**config.mk**
```make
export PLATFORM = sky130hd
export DESIGN_NAME = idc_dram_end_flat
export DESIGN_NICKNAME = d
export VERILOG_FILES = /design/src/hdl/idc_pkg.sv /design/src/hdl/idc_bus_if.sv /design/src/hdl/idc_dram_end.sv /design/src/flat_wrapper.sv
export SDC_FILE = /design/constraint.sdc
export NUM_CORES = 1
export LEC_CHECK = 0
export ABC_AREA = 1
export BUFFER_PORTS_ARGS = -buffer_cell sky130_fd_sc_hd__buf_2
export CORE_MARGIN = 2
export CORE_UTILIZATION = 50
export CTS_CLUSTER_DIAMETER = 60
export DETAILED_ROUTE_END_ITERATION = 8
export PLACE_DENSITY = 0.78
export SYNTH_ARGS = -nofsm -noshare
export SYNTH_HDL_FRONTEND = slang
export SYNTH_SLANG_ARGS = --single-unit
```
**constraint.sdc**
```tcl
create_clock -name clk -period 3 [get_ports clk]
set_input_delay 0.15 -clock clk [delete_from_list [all_inputs] [get_ports clk]]
set_output_delay 0.15 -clock clk [all_outputs]
set_load 0.02 [all_outputs]
```
**src/hdl/idc_pkg.sv**
```systemverilog
// Purpose: Shared constants, types and address helpers for the interleaved DRAM read path
// Assumes: clk is twice the system clock; each clk cycle is one half system clock
// Notes:   Both ends see the same half-clock phase through the link

package idc_pkg;

  // ------------------------------------------------------------
  // Widths and mode register layout
  // ------------------------------------------------------------
  localparam int          ADDR_W        = 32;
  localparam int          DRAM_ADDRESS_BUS_W       = 12;
  localparam logic [15:0] MODE_RESET    = 16'h0000;
  localparam logic [15:0] MODE_RW_MASK  = 16'h7DFF;
  localparam int          MODE_DCS      = 14;
  localparam int          MODE_RF_LSB   = 11;
  localparam int          MODE_CP       = 10;
  localparam int          MODE_CW       = 8;
  localparam int          MODE_RT_LSB   = 5;
  localparam int          MODE_RCD      = 4;
  localparam int          MODE_WRITE_NEAR_USE_BIT     = 3;
  localparam int          MODE_ILV      = 2;
  localparam int          MODE_SZ_LSB   = 0;

  // ------------------------------------------------------------
  // Timing, in system clocks and in half-clock ticks
  // ------------------------------------------------------------
  localparam int          TICKS_PER_CLK   = 2;
  localparam int          RCD1_HALF_CLKS  = 3;
  localparam int          CAS_SHORT_HALF  = 3;
  localparam int          CAS_LONG_HALF   = 5;
  localparam int          ACK_LEAD_CLKS   = 1;
  localparam int          PRECH_CLKS      = 2;
  localparam logic [2:0]  RCD1_WAIT       = 3'(RCD1_HALF_CLKS - 1);
  localparam logic [2:0]  CAS_SHORT_CNT   = 3'(CAS_SHORT_HALF - 1);
  localparam logic [2:0]  CAS_LONG_CNT    = 3'(CAS_LONG_HALF - 1);
  localparam logic [2:0]  ACK_LEAD_CNT    = 3'(ACK_LEAD_CLKS * TICKS_PER_CLK);
  localparam logic [2:0]  PRECH_CNT       = 3'(PRECH_CLKS * TICKS_PER_CLK);
  localparam logic [2:0]  PRECH_START     = 3'(PRECH_CLKS * TICKS_PER_CLK + 1);
  localparam logic [7:0]  HOST_TIMEOUT    = 8'h40;

  // ------------------------------------------------------------
  // Host register word indices and bits
  // ------------------------------------------------------------
  localparam logic [2:0]  REG_CMD        = 3'h0;
  localparam logic [2:0]  REG_ADDR       = 3'h1;
  localparam logic [2:0]  REG_MODE       = 3'h2;
  localparam logic [2:0]  REG_STATUS     = 3'h3;
  localparam logic [2:0]  REG_RDATA      = 3'h4;
  localparam int          CMD_START      = 0;
  localparam int          ST_BUSY        = 0;
  localparam int          ST_DONE        = 1;
  localparam int          ST_FOREIGN     = 2;
  localparam logic [3:0]  CS_REGION      = 4'h0;

  typedef enum logic [2:0] {
    DEV_IDLE   = 3'b000,
    DEV_START  = 3'b001,
    DEV_PRECH  = 3'b011,
    DEV_ROW    = 3'b010,
    DEV_CASW   = 3'b110,
    DEV_CAS    = 3'b111,
    DEV_FINISH = 3'b101
  } idc_dev_state_e;

  typedef enum logic [1:0] {
    HST_IDLE = 2'b00,
    HST_ALE  = 2'b01,
    HST_WAIT = 2'b11
  } idc_host_state_e;

  // ------------------------------------------------------------
  // Address split by DRAM size (9 to 12 row and column bits)
  // ------------------------------------------------------------
  function automatic logic [11:0] idc_mask(input logic [1:0] sz);
    idc_mask = 12'h0FFF >> (2'd3 - sz);
  endfunction

  function automatic logic [11:0] idc_col(input logic [31:0] a, input logic [1:0] sz,
                                          input logic ilv);
    logic [31:0] sh;
    sh = a >> (ilv ? 3 : 2);
    idc_col = sh[11:0] & idc_mask(sz);
  endfunction

  function automatic logic [11:0] idc_row(input logic [31:0] a, input logic [1:0] sz,
                                          input logic ilv);
    logic [31:0] sh;
    sh = a >> ((ilv ? 3 : 2) + 9 + sz);
    idc_row = sh[11:0] & idc_mask(sz);
  endfunction

  function automatic logic [1:0] idc_bank(input logic [31:0] a, input logic [1:0] sz,
                                          input logic ilv);
    logic [31:0] sh;
    sh = a >> ((ilv ? 3 : 2) + 18 + 2 * sz);
    idc_bank = sh[1:0];
  endfunction

endpackage

```
**src/hdl/idc_bus_if.sv**
```systemverilog
// Purpose: Local bus between the processor-side end and the DRAM controller end
// Assumes: Shared clk; acknowledge lines are pulled high when nobody drives them
// Notes:   Enables resolve the shared acknowledge wires here

`timescale 1ns/1ps

interface idc_bus_if;
  logic        sys_clk_out;
  logic        ale;
  logic        rd_n;
  logic        cs_n;
  logic [31:0] ad;
  logic        ack_o;
  logic        ack_oe;
  logic        read_buffer_enable_o;
  logic        read_buffer_enable_oe;
  logic        ack_n;
  logic        read_buffer_enable_n;
  logic [31:0] rdata;
  logic        mode_wr;
  logic [15:0] mode_wdata;

  // Pull-up on the shared lines
  assign ack_n                = ack_oe ? ack_o : 1'b1;
  assign read_buffer_enable_n = read_buffer_enable_oe ? read_buffer_enable_o : 1'b1;

  modport dev (
    output sys_clk_out, ack_o, ack_oe, read_buffer_enable_o, read_buffer_enable_oe, rdata,
    input  ale, rd_n, cs_n, ad, mode_wr, mode_wdata
  );

  modport host (
    input  sys_clk_out, ack_n, read_buffer_enable_n, rdata,
    output ale, rd_n, cs_n, ad, mode_wr, mode_wdata
  );
endinterface

```
**src/hdl/idc_dram_end.sv**
```systemverilog
// Purpose: DRAM controller end: mode register, strobes and single-word read sequence
// Assumes: One clk at twice the system clock; sys_clk_out high half = after a rising tick
// Notes:   Writes, quad reads and refresh are not handled here

`timescale 1ns/1ps

// Notes on behaviour
// Mode register fields; bits 15, 9 read zero
// One or two pairs, halves by address bit 2
// Row strobes 0..3 map pair0 even/odd, pair1
// Device select decoded from size field
// Steering high for even, low for odd
// Column strobe n serves byte lane n
// Address latch plus read starts; row address out
// Fast chip select late means foreign access
// Slow chip select valid by next falling edge
// Both pair row strobes on rise after select
// Same edge: acknowledge lines driven high
// Delay off: column half clock, strobe next rise
// Delay on: column 1.5 clocks, strobe next rise
// Column strobes 1.5 or 2.5 clocks, falling release
// Processor samples data at strobe release edge
// Acknowledge low one clock before strobe release
// Processor issues single and quad reads; this design issues single reads only
// Non-interleaved: one bank strobe, precharge on change
// Controller drives data exchangers directly
// Row strobes stay low after the read
// Page miss: precharge two clocks, second rise
// Acknowledge lines undriven when not responding
// Steering stable through column strobe pulse
module idc_dram_end (
  input  wire logic         clk,
  input  wire logic         arst_n,
  idc_bus_if.dev            bus,
  output logic [11:0]       dram_addr,
  output logic [3:0]        ras_n,
  output logic [3:0]        cas_n,
  output logic              path,
  input  wire logic [63:0]  dram_rdata,
  output logic [15:0]       mode_value
);

  // ------------------------------------------------------------
  // Half-clock phase and mode register
  // ------------------------------------------------------------
  logic        sck;
  logic [15:0] mode;

  wire rise = ~sck;

  always_ff @(posedge clk or negedge arst_n)
  begin
    if (!arst_n)
      sck <= 1'b0;
    else
      sck <= ~sck;
  end

  always_ff @(posedge clk or negedge arst_n)
  begin
    if (!arst_n)
      mode <= idc_pkg::MODE_RESET;
    else if (bus.mode_wr)
      mode <= bus.mode_wdata & idc_pkg::MODE_RW_MASK;
  end

  wire       delayed_chip_select_bit = mode[idc_pkg::MODE_DCS];
  wire       row_to_column_delay_bit = mode[idc_pkg::MODE_RCD];
  wire       cw  = mode[idc_pkg::MODE_CW];
  wire       ilv = mode[idc_pkg::MODE_ILV];
  wire [1:0] sz  = mode[idc_pkg::MODE_SZ_LSB +: 2];

  assign mode_value      = mode;
  assign bus.sys_clk_out = sck;

  // ------------------------------------------------------------
  // State and address decode
  // ------------------------------------------------------------
  idc_pkg::idc_dev_state_e st, next_st;
  logic [2:0]  cnt, next_cnt;
  logic        cs_ok, next_cs_ok;
  logic [31:0] lat_addr, next_addr;
  logic [11:0] next_dram_address_bus;
  logic [3:0]  next_ras, next_cas;
  logic        next_path;
  logic        ack, next_ack;
  logic        ack_oe, next_oe;
  // Open page state lives across reads so page hits skip the row phase
  logic        open, next_open;
  logic [11:0] open_row, next_orow;
  logic [3:0]  open_sel, next_osel;

  wire [11:0] row_w  = idc_pkg::idc_row(lat_addr, sz, ilv);
  wire [11:0] col_w  = idc_pkg::idc_col(lat_addr, sz, ilv);
  wire [1:0]  bank_w = idc_pkg::idc_bank(lat_addr, sz, ilv);
  // Interleaved: both halves of the pair; otherwise one bank strobe only
  wire [3:0]  ras_sel  = ilv ? (bank_w[0] ? 4'b1100 : 4'b0011)
                             : (4'b0001 << bank_w);
  wire        page_hit = open && (open_sel == ras_sel) && (open_row == row_w);
  wire        cs       = ~bus.cs_n;
  wire [2:0]  rcd_wait = row_to_column_delay_bit ? idc_pkg::RCD1_WAIT : 3'h0;
  wire        start    = rise && bus.ale && !bus.rd_n;
  wire        launch   = (st == idc_pkg::DEV_START) && rise && (delayed_chip_select_bit ? cs_ok : cs);

  // ------------------------------------------------------------
  // Sequencer
  // ------------------------------------------------------------
  always_comb
  begin
    next_st    = st;
    next_cnt   = cnt;
    next_cs_ok = cs_ok;
    next_addr  = lat_addr;
    next_dram_address_bus = dram_addr;
    next_ras   = ras_n;
    next_cas   = cas_n;
    next_path  = path;
    next_ack   = ack;
    next_oe    = ack_oe;
    next_open  = open;
    next_orow  = open_row;
    next_osel  = open_sel;
    case (st)
      idc_pkg::DEV_IDLE:
        if (start)
        begin
          next_addr  = bus.ad;
          next_dram_address_bus = idc_pkg::idc_row(bus.ad, sz, ilv);
          next_cs_ok = 1'b0;
          next_st    = idc_pkg::DEV_START;
        end
      idc_pkg::DEV_START:
        if (launch)
        begin
          next_oe   = 1'b1;
          next_ack  = 1'b1;
          next_path = ilv ? ~lat_addr[2] : 1'b1;
          if (page_hit)
          begin
            next_cnt = 3'h0;
            next_st  = idc_pkg::DEV_ROW;
          end
          else if (open)
          begin
            next_cnt = idc_pkg::PRECH_START;
            next_st  = idc_pkg::DEV_PRECH;
          end
          else
          begin
            next_ras  = ~ras_sel;
            next_open = 1'b1;
            next_orow = row_w;
            next_osel = ras_sel;
            next_cnt  = rcd_wait;
            next_st   = idc_pkg::DEV_ROW;
          end
        end
        else if (delayed_chip_select_bit && !rise && cs)
          next_cs_ok = 1'b1;
        else if (rise)
          next_st = idc_pkg::DEV_FINISH;
      idc_pkg::DEV_PRECH:
      begin
        next_cnt = cnt - 3'h1;
        if (cnt == idc_pkg::PRECH_CNT)
          next_ras = 4'hF;
        if (cnt == 3'h0)
        begin
          next_ras  = ~ras_sel;
          next_open = 1'b1;
          next_orow = row_w;
          next_osel = ras_sel;
          next_cnt  = rcd_wait;
          next_st   = idc_pkg::DEV_ROW;
        end
      end
      idc_pkg::DEV_ROW:
        if (cnt == 3'h0)
        begin
          next_dram_address_bus = col_w;
          next_st    = idc_pkg::DEV_CASW;
        end
        else
          next_cnt = cnt - 3'h1;
      idc_pkg::DEV_CASW:
      begin
        next_cas = 4'h0;
        next_cnt = cw ? idc_pkg::CAS_SHORT_CNT : idc_pkg::CAS_LONG_CNT;
        next_st  = idc_pkg::DEV_CAS;
      end
      idc_pkg::DEV_CAS:
      begin
        next_cnt = cnt - 3'h1;
        if (cnt == idc_pkg::ACK_LEAD_CNT)
          next_ack = 1'b0;
        if (cnt == 3'h0)
        begin
          next_cas = 4'hF;
          next_ack = 1'b1;
          next_oe  = 1'b0;
          next_st  = idc_pkg::DEV_FINISH;
        end
      end
      idc_pkg::DEV_FINISH:
        if (bus.rd_n)
          next_st = idc_pkg::DEV_IDLE;
      default:
        next_st = idc_pkg::DEV_IDLE;
    endcase
  end

  always_ff @(posedge clk or negedge arst_n)
  begin
    if (!arst_n)
    begin
      st       <= idc_pkg::DEV_IDLE;
      cnt      <= 3'h0;
      cs_ok    <= 1'b0;
      lat_addr <= 32'h0000_0000;
      open     <= 1'b0;
      open_row <= 12'h000;
      open_sel <= 4'h0;
    end
    else
    begin
      st       <= next_st;
      cnt      <= next_cnt;
      cs_ok    <= next_cs_ok;
      lat_addr <= next_addr;
      open     <= next_open;
      open_row <= next_orow;
      open_sel <= next_osel;
    end
  end

  always_ff @(posedge clk or negedge arst_n)
  begin
    if (!arst_n)
    begin
      dram_addr <= 12'h000;
      ras_n     <= 4'hF;
      cas_n     <= 4'hF;
      path      <= 1'b1;
      ack       <= 1'b1;
      ack_oe    <= 1'b0;
    end
    else
    begin
      dram_addr <= next_dram_address_bus;
      ras_n     <= next_ras;
      cas_n     <= next_cas;
      path      <= next_path;
      ack       <= next_ack;
      ack_oe    <= next_oe;
    end
  end

  // ------------------------------------------------------------
  // Acknowledge lines and data exchanger path
  // ------------------------------------------------------------
  wire buf_on = ack_oe & ~ack;

  assign bus.ack_o                 = ack;
  assign bus.ack_oe                = ack_oe;
  assign bus.read_buffer_enable_o  = ack;
  assign bus.read_buffer_enable_oe = ack_oe;
  // Even half on the low word; the buffer only passes data while enabled
  assign bus.rdata = buf_on ? (path ? dram_rdata[31:0] : dram_rdata[63:32])
                            : 32'h0000_0000;

endmodule

```
**src/flat_wrapper.sv**
```systemverilog
// flat-port wrapper written by rule: the top's interface ports become plain ports
module idc_dram_end_flat 
  (clk, arst_n, dram_addr, ras_n, cas_n, path, dram_rdata, mode_value, bus_sys_clk_out, bus_ack_o, bus_ack_oe, bus_read_buffer_enable_o, bus_read_buffer_enable_oe, bus_rdata, bus_ale, bus_rd_n, bus_cs_n, bus_ad, bus_mode_wr, bus_mode_wdata);
  idc_bus_if bus_i ();
  input  wire logic clk;
  input  wire logic arst_n;
  output logic [11:0] dram_addr;
  output logic [3:0] ras_n;
  output logic [3:0] cas_n;
  output logic path;
  input  wire logic [63:0] dram_rdata;
  output logic [15:0] mode_value;
  output wire logic [$bits(bus_i.sys_clk_out)-1:0] bus_sys_clk_out;
  output wire logic [$bits(bus_i.ack_o)-1:0] bus_ack_o;
  output wire logic [$bits(bus_i.ack_oe)-1:0] bus_ack_oe;
  output wire logic [$bits(bus_i.read_buffer_enable_o)-1:0] bus_read_buffer_enable_o;
  output wire logic [$bits(bus_i.read_buffer_enable_oe)-1:0] bus_read_buffer_enable_oe;
  output wire logic [$bits(bus_i.rdata)-1:0] bus_rdata;
  input wire logic [$bits(bus_i.ale)-1:0] bus_ale;
  input wire logic [$bits(bus_i.rd_n)-1:0] bus_rd_n;
  input wire logic [$bits(bus_i.cs_n)-1:0] bus_cs_n;
  input wire logic [$bits(bus_i.ad)-1:0] bus_ad;
  input wire logic [$bits(bus_i.mode_wr)-1:0] bus_mode_wr;
  input wire logic [$bits(bus_i.mode_wdata)-1:0] bus_mode_wdata;
  assign bus_sys_clk_out = bus_i.sys_clk_out;
  assign bus_ack_o = bus_i.ack_o;
  assign bus_ack_oe = bus_i.ack_oe;
  assign bus_read_buffer_enable_o = bus_i.read_buffer_enable_o;
  assign bus_read_buffer_enable_oe = bus_i.read_buffer_enable_oe;
  assign bus_rdata = bus_i.rdata;
  assign bus_i.ale = bus_ale;
  assign bus_i.rd_n = bus_rd_n;
  assign bus_i.cs_n = bus_cs_n;
  assign bus_i.ad = bus_ad;
  assign bus_i.mode_wr = bus_mode_wr;
  assign bus_i.mode_wdata = bus_mode_wdata;
  idc_dram_end u_core (.clk(clk), .arst_n(arst_n), .bus(bus_i), .dram_addr(dram_addr), .ras_n(ras_n), .cas_n(cas_n), .path(path), .dram_rdata(dram_rdata), .mode_value(mode_value));
endmodule
```
* Yosys cells after proc, flatten, opt, wreduce, memory -nomap -nowiden
Index checks and enable logic that the tools add are counted.
Cells by class: add/subtract/negate cells 6, eq/ne operators 25, shift operators 6, multiplexer cells 61, bitwise gates (word level) 9, reduce and logical (&&, ||, !) cells 29
Operator list (number):
- $mux 12 | 6
- $mux 32 | 2
- $shr 32x32->12 | 2
- $mux 4 | 12
- $pmux 12 s2 | 2
- $mux 3 | 15
- $and 12x12->12 | 3
- $add 32x2->32 | 1
- $add 32x3->32 | 1
- $add 32x4->32 const B | 1
- $add 32x5->32 const B | 1
- $shr 32x2->12 | 1
- $shr 32x32->2 | 1
- $pmux 4 s2 | 3
- $pmux 3 s7 | 1
- $pmux 3 s5 | 1
- $mux 1 | 14
- $eq 12x12->1 | 1
- $eq 3x3->1 const B | 4
- $ne 2x2->1 const B | 6
- $reduce_and 3->1 | 4
- $shr 12x2->12 const A | 1
- $ne 2x1->1 const B | 5
- $reduce_and 5->1 | 2
- 22 further kinds | 46
Storage, ports and cells: bits in registers 94, bits of input ports 118, output and inout port bits 74, word-level logic and storage cells 151

* Depth between registers and ports, before layout
depth in word-level cells 12, depth in mapped cells 25, gate-level depth less buffers 22

* Worst setup path after synthesis
No wires, ideal clock.
kind reg-to-reg, from register u_core.mode[2], in the netlist u_core.mode_value[2], to register u_core.dram_addr[1], library setup time 0.118 ns, arrival 3.324 ns, required time 2.882 ns, path slack -0.442 ns, cell stages (with the launch flop) 18, path buffers 6, period minus slack after synthesis 3.442 ns, cell sequence dfrtp_1 -> inv_2 -> clkbuf_1 -> buf_1 -> ha_1 -> fa_1 -> buf_4 -> inv_1 -> buf_4 -> buf_4 -> buf_2 -> nand2_1 -> o21ai_0 -> o21ai_0 -> a221oi_1 -> nand2_1 -> nand3_1 -> nand2_1
Between the ends: cells in the longest elaborated chain, start to end 7, elaborated cells on any way between the ends 10, classes of those cells 2 x add/sub; 2 x shift; 4 x mux; 2 x bitwise
Ends and longest elaborated chain:
- from (decl) | line idc_dram_end.sv:47 | logic [15:0] mode;
- from (signal assigned) | line idc_dram_end.sv:62 | mode <= idc_pkg::MODE_RESET;
- from (signal assigned) | line idc_dram_end.sv:64 | mode <= bus.mode_wdata & idc_pkg::MODE_RW_MASK;
- $mux 1 (*) | line idc_pkg.sv:81, idc_pkg.sv:88
- $add 32x4->32 | line idc_pkg.sv:88 | sh = a >> ((ilv ? 3 : 2) + 9 + sz);
- $add 32x2->32 | line idc_pkg.sv:88
- $shr 32x32->12 | line idc_pkg.sv:88
- $and 12x12->12 | line idc_pkg.sv:89 | idc_row = sh[11:0] & idc_mask(sz);
- $mux 12 | line idc_dram_end.sv:125 | if (start)
- $pmux 12 s2 (*) | line idc_dram_end.sv:123 | case (st)
- to (signal assigned) | line idc_dram_end.sv:249 | dram_addr <= next_dram_address_bus;
- to (decl) | line idc_dram_end.sv:35 | output logic [11:0] dram_addr,
Mark *: on every way between the ends. The rest lies on a longest branch, timed or not. The select of a mux whose other input is x is not followed. A chain may end at the register's enable or synchronous reset.

* Worst setup path in the final report
from register u_core.mode[2], in the netlist u_core.mode_value[2], to register u_core.st[0]
Between the ends: cells in the longest elaborated chain, start to end 12, elaborated cells on any way between the ends 18, classes of those cells 4 x add/sub; 2 x eq/ne; 3 x shift; 6 x mux; 1 x bitwise; 2 x reduce/logical
Ends and longest elaborated chain:
- $mux 1 | line idc_pkg.sv:88, idc_pkg.sv:95
- $add 32x5->32 | line idc_pkg.sv:95 | sh = a >> ((ilv ? 3 : 2) + 18 + 2 * sz);
- $add 32x3->32 | line idc_pkg.sv:95
- $shr 32x32->2 | line idc_pkg.sv:95
- $shl 1x2->4 / $mux 4 (equally long branches) | line idc_dram_end.sv:98, idc_dram_end.sv:97
- $mux 4 | line idc_dram_end.sv:97 | wire [3:0] ras_sel = ilv ? (bank_w[0] ? 4'b1100 : 4'b0011)
- $eq 4x4->1 | line idc_dram_end.sv:99 | wire page_hit = open && (open_sel == ras_sel) && (open_row == row_w);
- $logic_and 1x1->1 | line idc_dram_end.sv:99
- $logic_and 1x1->1 (*) | line idc_dram_end.sv:99
- $mux 3 (*) | line idc_dram_end.sv:138 | if (page_hit)
- $mux 3 (*) | line idc_dram_end.sv:133 | if (launch)
- $pmux 3 s7 (*) | line idc_dram_end.sv:123
- to (signal assigned) | line idc_dram_end.sv:216 | st <= idc_pkg::DEV_IDLE;
- to (signal assigned) | line idc_dram_end.sv:226 | st <= next_st;
- to (decl) | line idc_dram_end.sv:79 | idc_pkg::idc_dev_state_e st, next_st;
Mark *: on every way between the ends. The rest lies on a longest branch, timed or not.

==> run_results.csv <==
group,metric,value,unit
status,status,"finished clean",
critical_path,cp_common_cell,"nand2_1",
sta,fmax,0.3370,GHz
logic_synthesis,ys.flop_type,"dfrtp_1",
detailed_routing,via_per_inst,5.483,
sta,maxSlewViolCount,0,
placed_design,dp_cells,1683,
critical_path,cp-end-kind,"flop",
global_route,grt_usage,0.3016,
clocking,cts_root_buf,"clkbuf_16",
critical_path,crit_required,3250,ps
logic_synthesis,yosysSeqAreaShare,0.2885,
min_path,min_from,"bus_mode_wdata[8]",
sta,relSlewSlack,0.3419,
critical_path,path_cells,"inv_4 > ha_2 > fa_2 > inv_2 > buf_12 > nand3_1 > a21oi_1 > nor2_1 > nand2_2 > nand2_1 > nand2_1 > nand2_1 > nor2_1 > nand2_1 > nor2_1 > nand2_1 > nand2_1 > nand2_1 > nand2_1 > nand2_1",
detailed_routing,wl,26240,um
logic_synthesis,synthTopCellsByArea,"dfrtp_1 27%, nand2_1 25%, nand3_1 11%",
layout,layout.nets,1611,
min_path,hold_class,"input pin to flop",
min_path,hold_depth,3,
placed_design,port_buffers,187,
critical_path,cpMaxStageDelayCell,"fa_2",
critical_path,reg2reg_from,"u_core.mode_value[2]$_DFFE_PN0P_",
critical_path,rr_endpoint,"u_core.st[0]$_DFFE_PN0P_",
floorplan,core-area,0.01571,mm2
critical_path,path_depth,20,
sta,hold_slack,0.5439,ps
logic_synthesis,synth_area,0.007924,mm2
clocking,clockBufferDepth,2,
layout,seqCellArea,0.002287,mm2
critical_path,reg2reg_setup_slack,30,ps
layout,multi_input_area,0.004893,mm2
detailed_routing,drt-pass1-iter-count,5,
global_route,grt_max_degree,53,
clocking,h-tree-depth,3,
floorplan,start_util,0.5043,
clocking,cts_tree,"done",
detailed_routing,drt_iter0_markers,824,
job,drv_cap,0,
clocking,clkTransAtPathRegs,80,ps
logic_synthesis,ys_warn_count,0,
global_route,overflow,0,
critical_path,cp_num_buf_inv,3,
sta,period_share,0.9893,
logic_synthesis,avgSynthCellArea,5.994,um2
sta,hold_violations,0,
power_and_ir_drop,leakage,5.002,nW
layout,fin_cells,1705,
detailed_routing,ant_nets,0,
logic_synthesis,synth.most_common_cell,"nand2_1",
sta,grt_setup_unrepaired,"yes",
layout,syn2layout_area_growth,19.86,%
floorplan,die_y,129.9,um
logic_synthesis,yosysTopAreaCellShare,0.2653,
logic_synthesis,postSynthCellCount,1322,
clocking,clk_latency,360,ps
clocking,cts_sinks,91,
sta,setup_viol,0,
floorplan,dieArea,0.01687,mm2
power_and_ir_drop,peakVddDrop,586.9,uV
clocking,cts_buffers,9,
logic_synthesis,synth-seq-cells,91,
logic_synthesis,yosys.area.top_type,"dfrtp_1",
layout,nFillCells,1528,
layout,diodes,0,
placed_design,place_hpwl,20040,um
detailed_routing,via_count,9348,
power_and_ir_drop,power,8.461,mW
global_route,grt_pass1_vias,8113,
floorplan,io-pin-count,192,
critical_path,slowest_delay,500,ps
floorplan,die-width,129.9,um
floorplan,num_rows,46,
logic_synthesis,synthArstFlopShare,1.000,
critical_path,path_max_fanout,22,
logic_synthesis,synth_commonest_cells,"520 x nand2_1, 179 x nand3_1, 128 x o21ai_0",
detailed_routing,drc,0,
sta,fin_skew,10.89,ps
sta,worstMarginPinSlew,986.0,ps
critical_path,critical_path_arrival,3220,ps
min_path,whs_endpoint,"u_core.mode_value[8]$_DFFE_PN0P_",
placed_design,place_congestion,0.9866,
critical_path,r2r.worst_path.cells,20,
critical_path,worst_setup_path_start_kind,"flop",
sta,period_needed,2968,ps
logic_synthesis,yosysUniqueCellTypes,43,
global_route,antenna_found_initial,0,
detailed_routing,wl_per_cell,15.39,um
critical_path,path_class,"flop to flop",
layout,finish.utilization,0.6045,
power_and_ir_drop,pwr_density_cell,890.9,mW/mm2
global_route,grt_pass1_wl,40740,um
layout,layout-drive-gt1-share,0.2075,
critical_path,crit_family,"simple AND/OR/NAND/NOR gates",
logic_synthesis,synth_enable_flop_cells,0,
==> power breakdown <==
part / leakage, nW / total [mW] / internal, mW / switching, mW
clock: 0.149 / 1.18 / 0.594 / 0.591
sequential: 1.10 / 2.27 / 1.76 / 0.511
combinational: 3.75 / 5.00 / 1.69 / 3.31
==> state kept, by name (all words and copies together) (netlist names), 3 cells and up <==
signal and cells:
u_core.ras_n 4, u_core.dram_addr 12, u_core.lat_addr 32, u_core.mode_value 14
u_core.st 3, u_core.cnt 3, u_core.open_row 12, u_core.open_sel 4
==> placed cells by master (no fill, tap or decap), types with 3 or more instances in the layout <==
master / n
inv_2: 11
clkinv_4: 3
o221ai_1: 5
o211ai_1: 10
mux2i_1: 5
a21oi_1: 58
nor2_1: 47
buf_4: 38
inv_1: 94
mux2_2: 8
nand3_2: 8
nor2_2: 10
buf_2: 186
nor3_1: 8
a31oi_1: 7
o21ai_1: 15
nand3b_1: 4
dfstp_2: 7
nand4_1: 3
nand2_1: 516
o21ai_0: 125
ha_1: 6
buf_12: 3
nand2_2: 9
dfrtp_1: 83
nand3_1: 173
clkbuf_16: 9
a211oi_1: 5
==> what timing repair did <==
item                                    in CTS  in global routing
resized for setup                            0                 20
endpoints found under the setup margin       0                  6
setup buffers                                0                  4
endpoints found under the hold margin       33                  0
hold buffers                                 2                  0
==> through the flow <==
stage	setup WS [ps]	instance area, um2	setup TNS [ps]
CTS	109.5	9402	0
floorplan	3.338	8014	0
detailed placement	131.0	9075	0
global route	-80.86	9498	-203.9
finish	32.24	9498	0
global placement	145.6	9075	0
==> worst min-delay path: stages <==
cell and delay, ps:
buf_2 70, nand2_1 40, o21ai_0 60
==> worst max path at each step <==
stage | slack, ps | startpoint | to
after global placement | 150 | u_core.mode_value[2]$_DFFE_PN0P_ | u_core.cnt[2]$_DFFE_PN0P_
final | 30 | u_core.mode_value[2]$_DFFE_PN0P_ | u_core.st[0]$_DFFE_PN0P_
after global routing | -80 | u_core.mode_value[2]$_DFFE_PN0P_ | u_core.st[0]$_DFFE_PN0P_
after floorplan | 3 | u_core.mode_value[2]$_DFFE_PN0P_ | u_core.st[0]$_DFFE_PN0P_
after CTS | 110 | u_core.mode_value[2]$_DFFE_PN0P_ | u_core.st[0]$_DFFE_PN0P_
after detailed placement | 130 | u_core.mode_value[2]$_DFFE_PN0P_ | u_core.st[0]$_DFFE_PN0P_
==> cells by family after synthesis <==
| logic type | count (synthesis) | synth area share |
|---|---|---|
| mux | 13 | 0.01769 |
| simple gates | 781 | 0.4083 |
| buf+inv | 189 | 0.1041 |
| other cells | 1 | 0.0004733 |
| compound gates | 237 | 0.1647 |
| flops | 91 | 0.2885 |
| fa+ha+maj | 9 | 0.01516 |
| xor+xnor | 1 | 0.001106 |
==> metal layers <==
metal | GRT usage | routed length [um] | up-vias
met5 | 0 | 0 | -
met3 | 0.02624 | 1819 | 59
met4 | 0.1316 | 958 | 0
met2 | 0.4857 | 12220 | 418
li1 | - | - | 4646
met1 | 0.4164 | 11250 | 4225
==> layout make-up <==
| cell class | count | share of cell area |
|---|---|---|
| Inverter | 107 | 0.04281 |
| Clock buffer | 9 | 0.02371 |
| Timing Repair Buffer | 232 | 0.1404 |
| Tap cell | 216 | 0.02845 |
| Multi-Input combinational cell | 1043 | 0.5152 |
| Sequential cell | 91 | 0.2408 |
| Clock inverter | 7 | 0.008563 |
No activity file was read; power rests on OpenSTA's default activity.
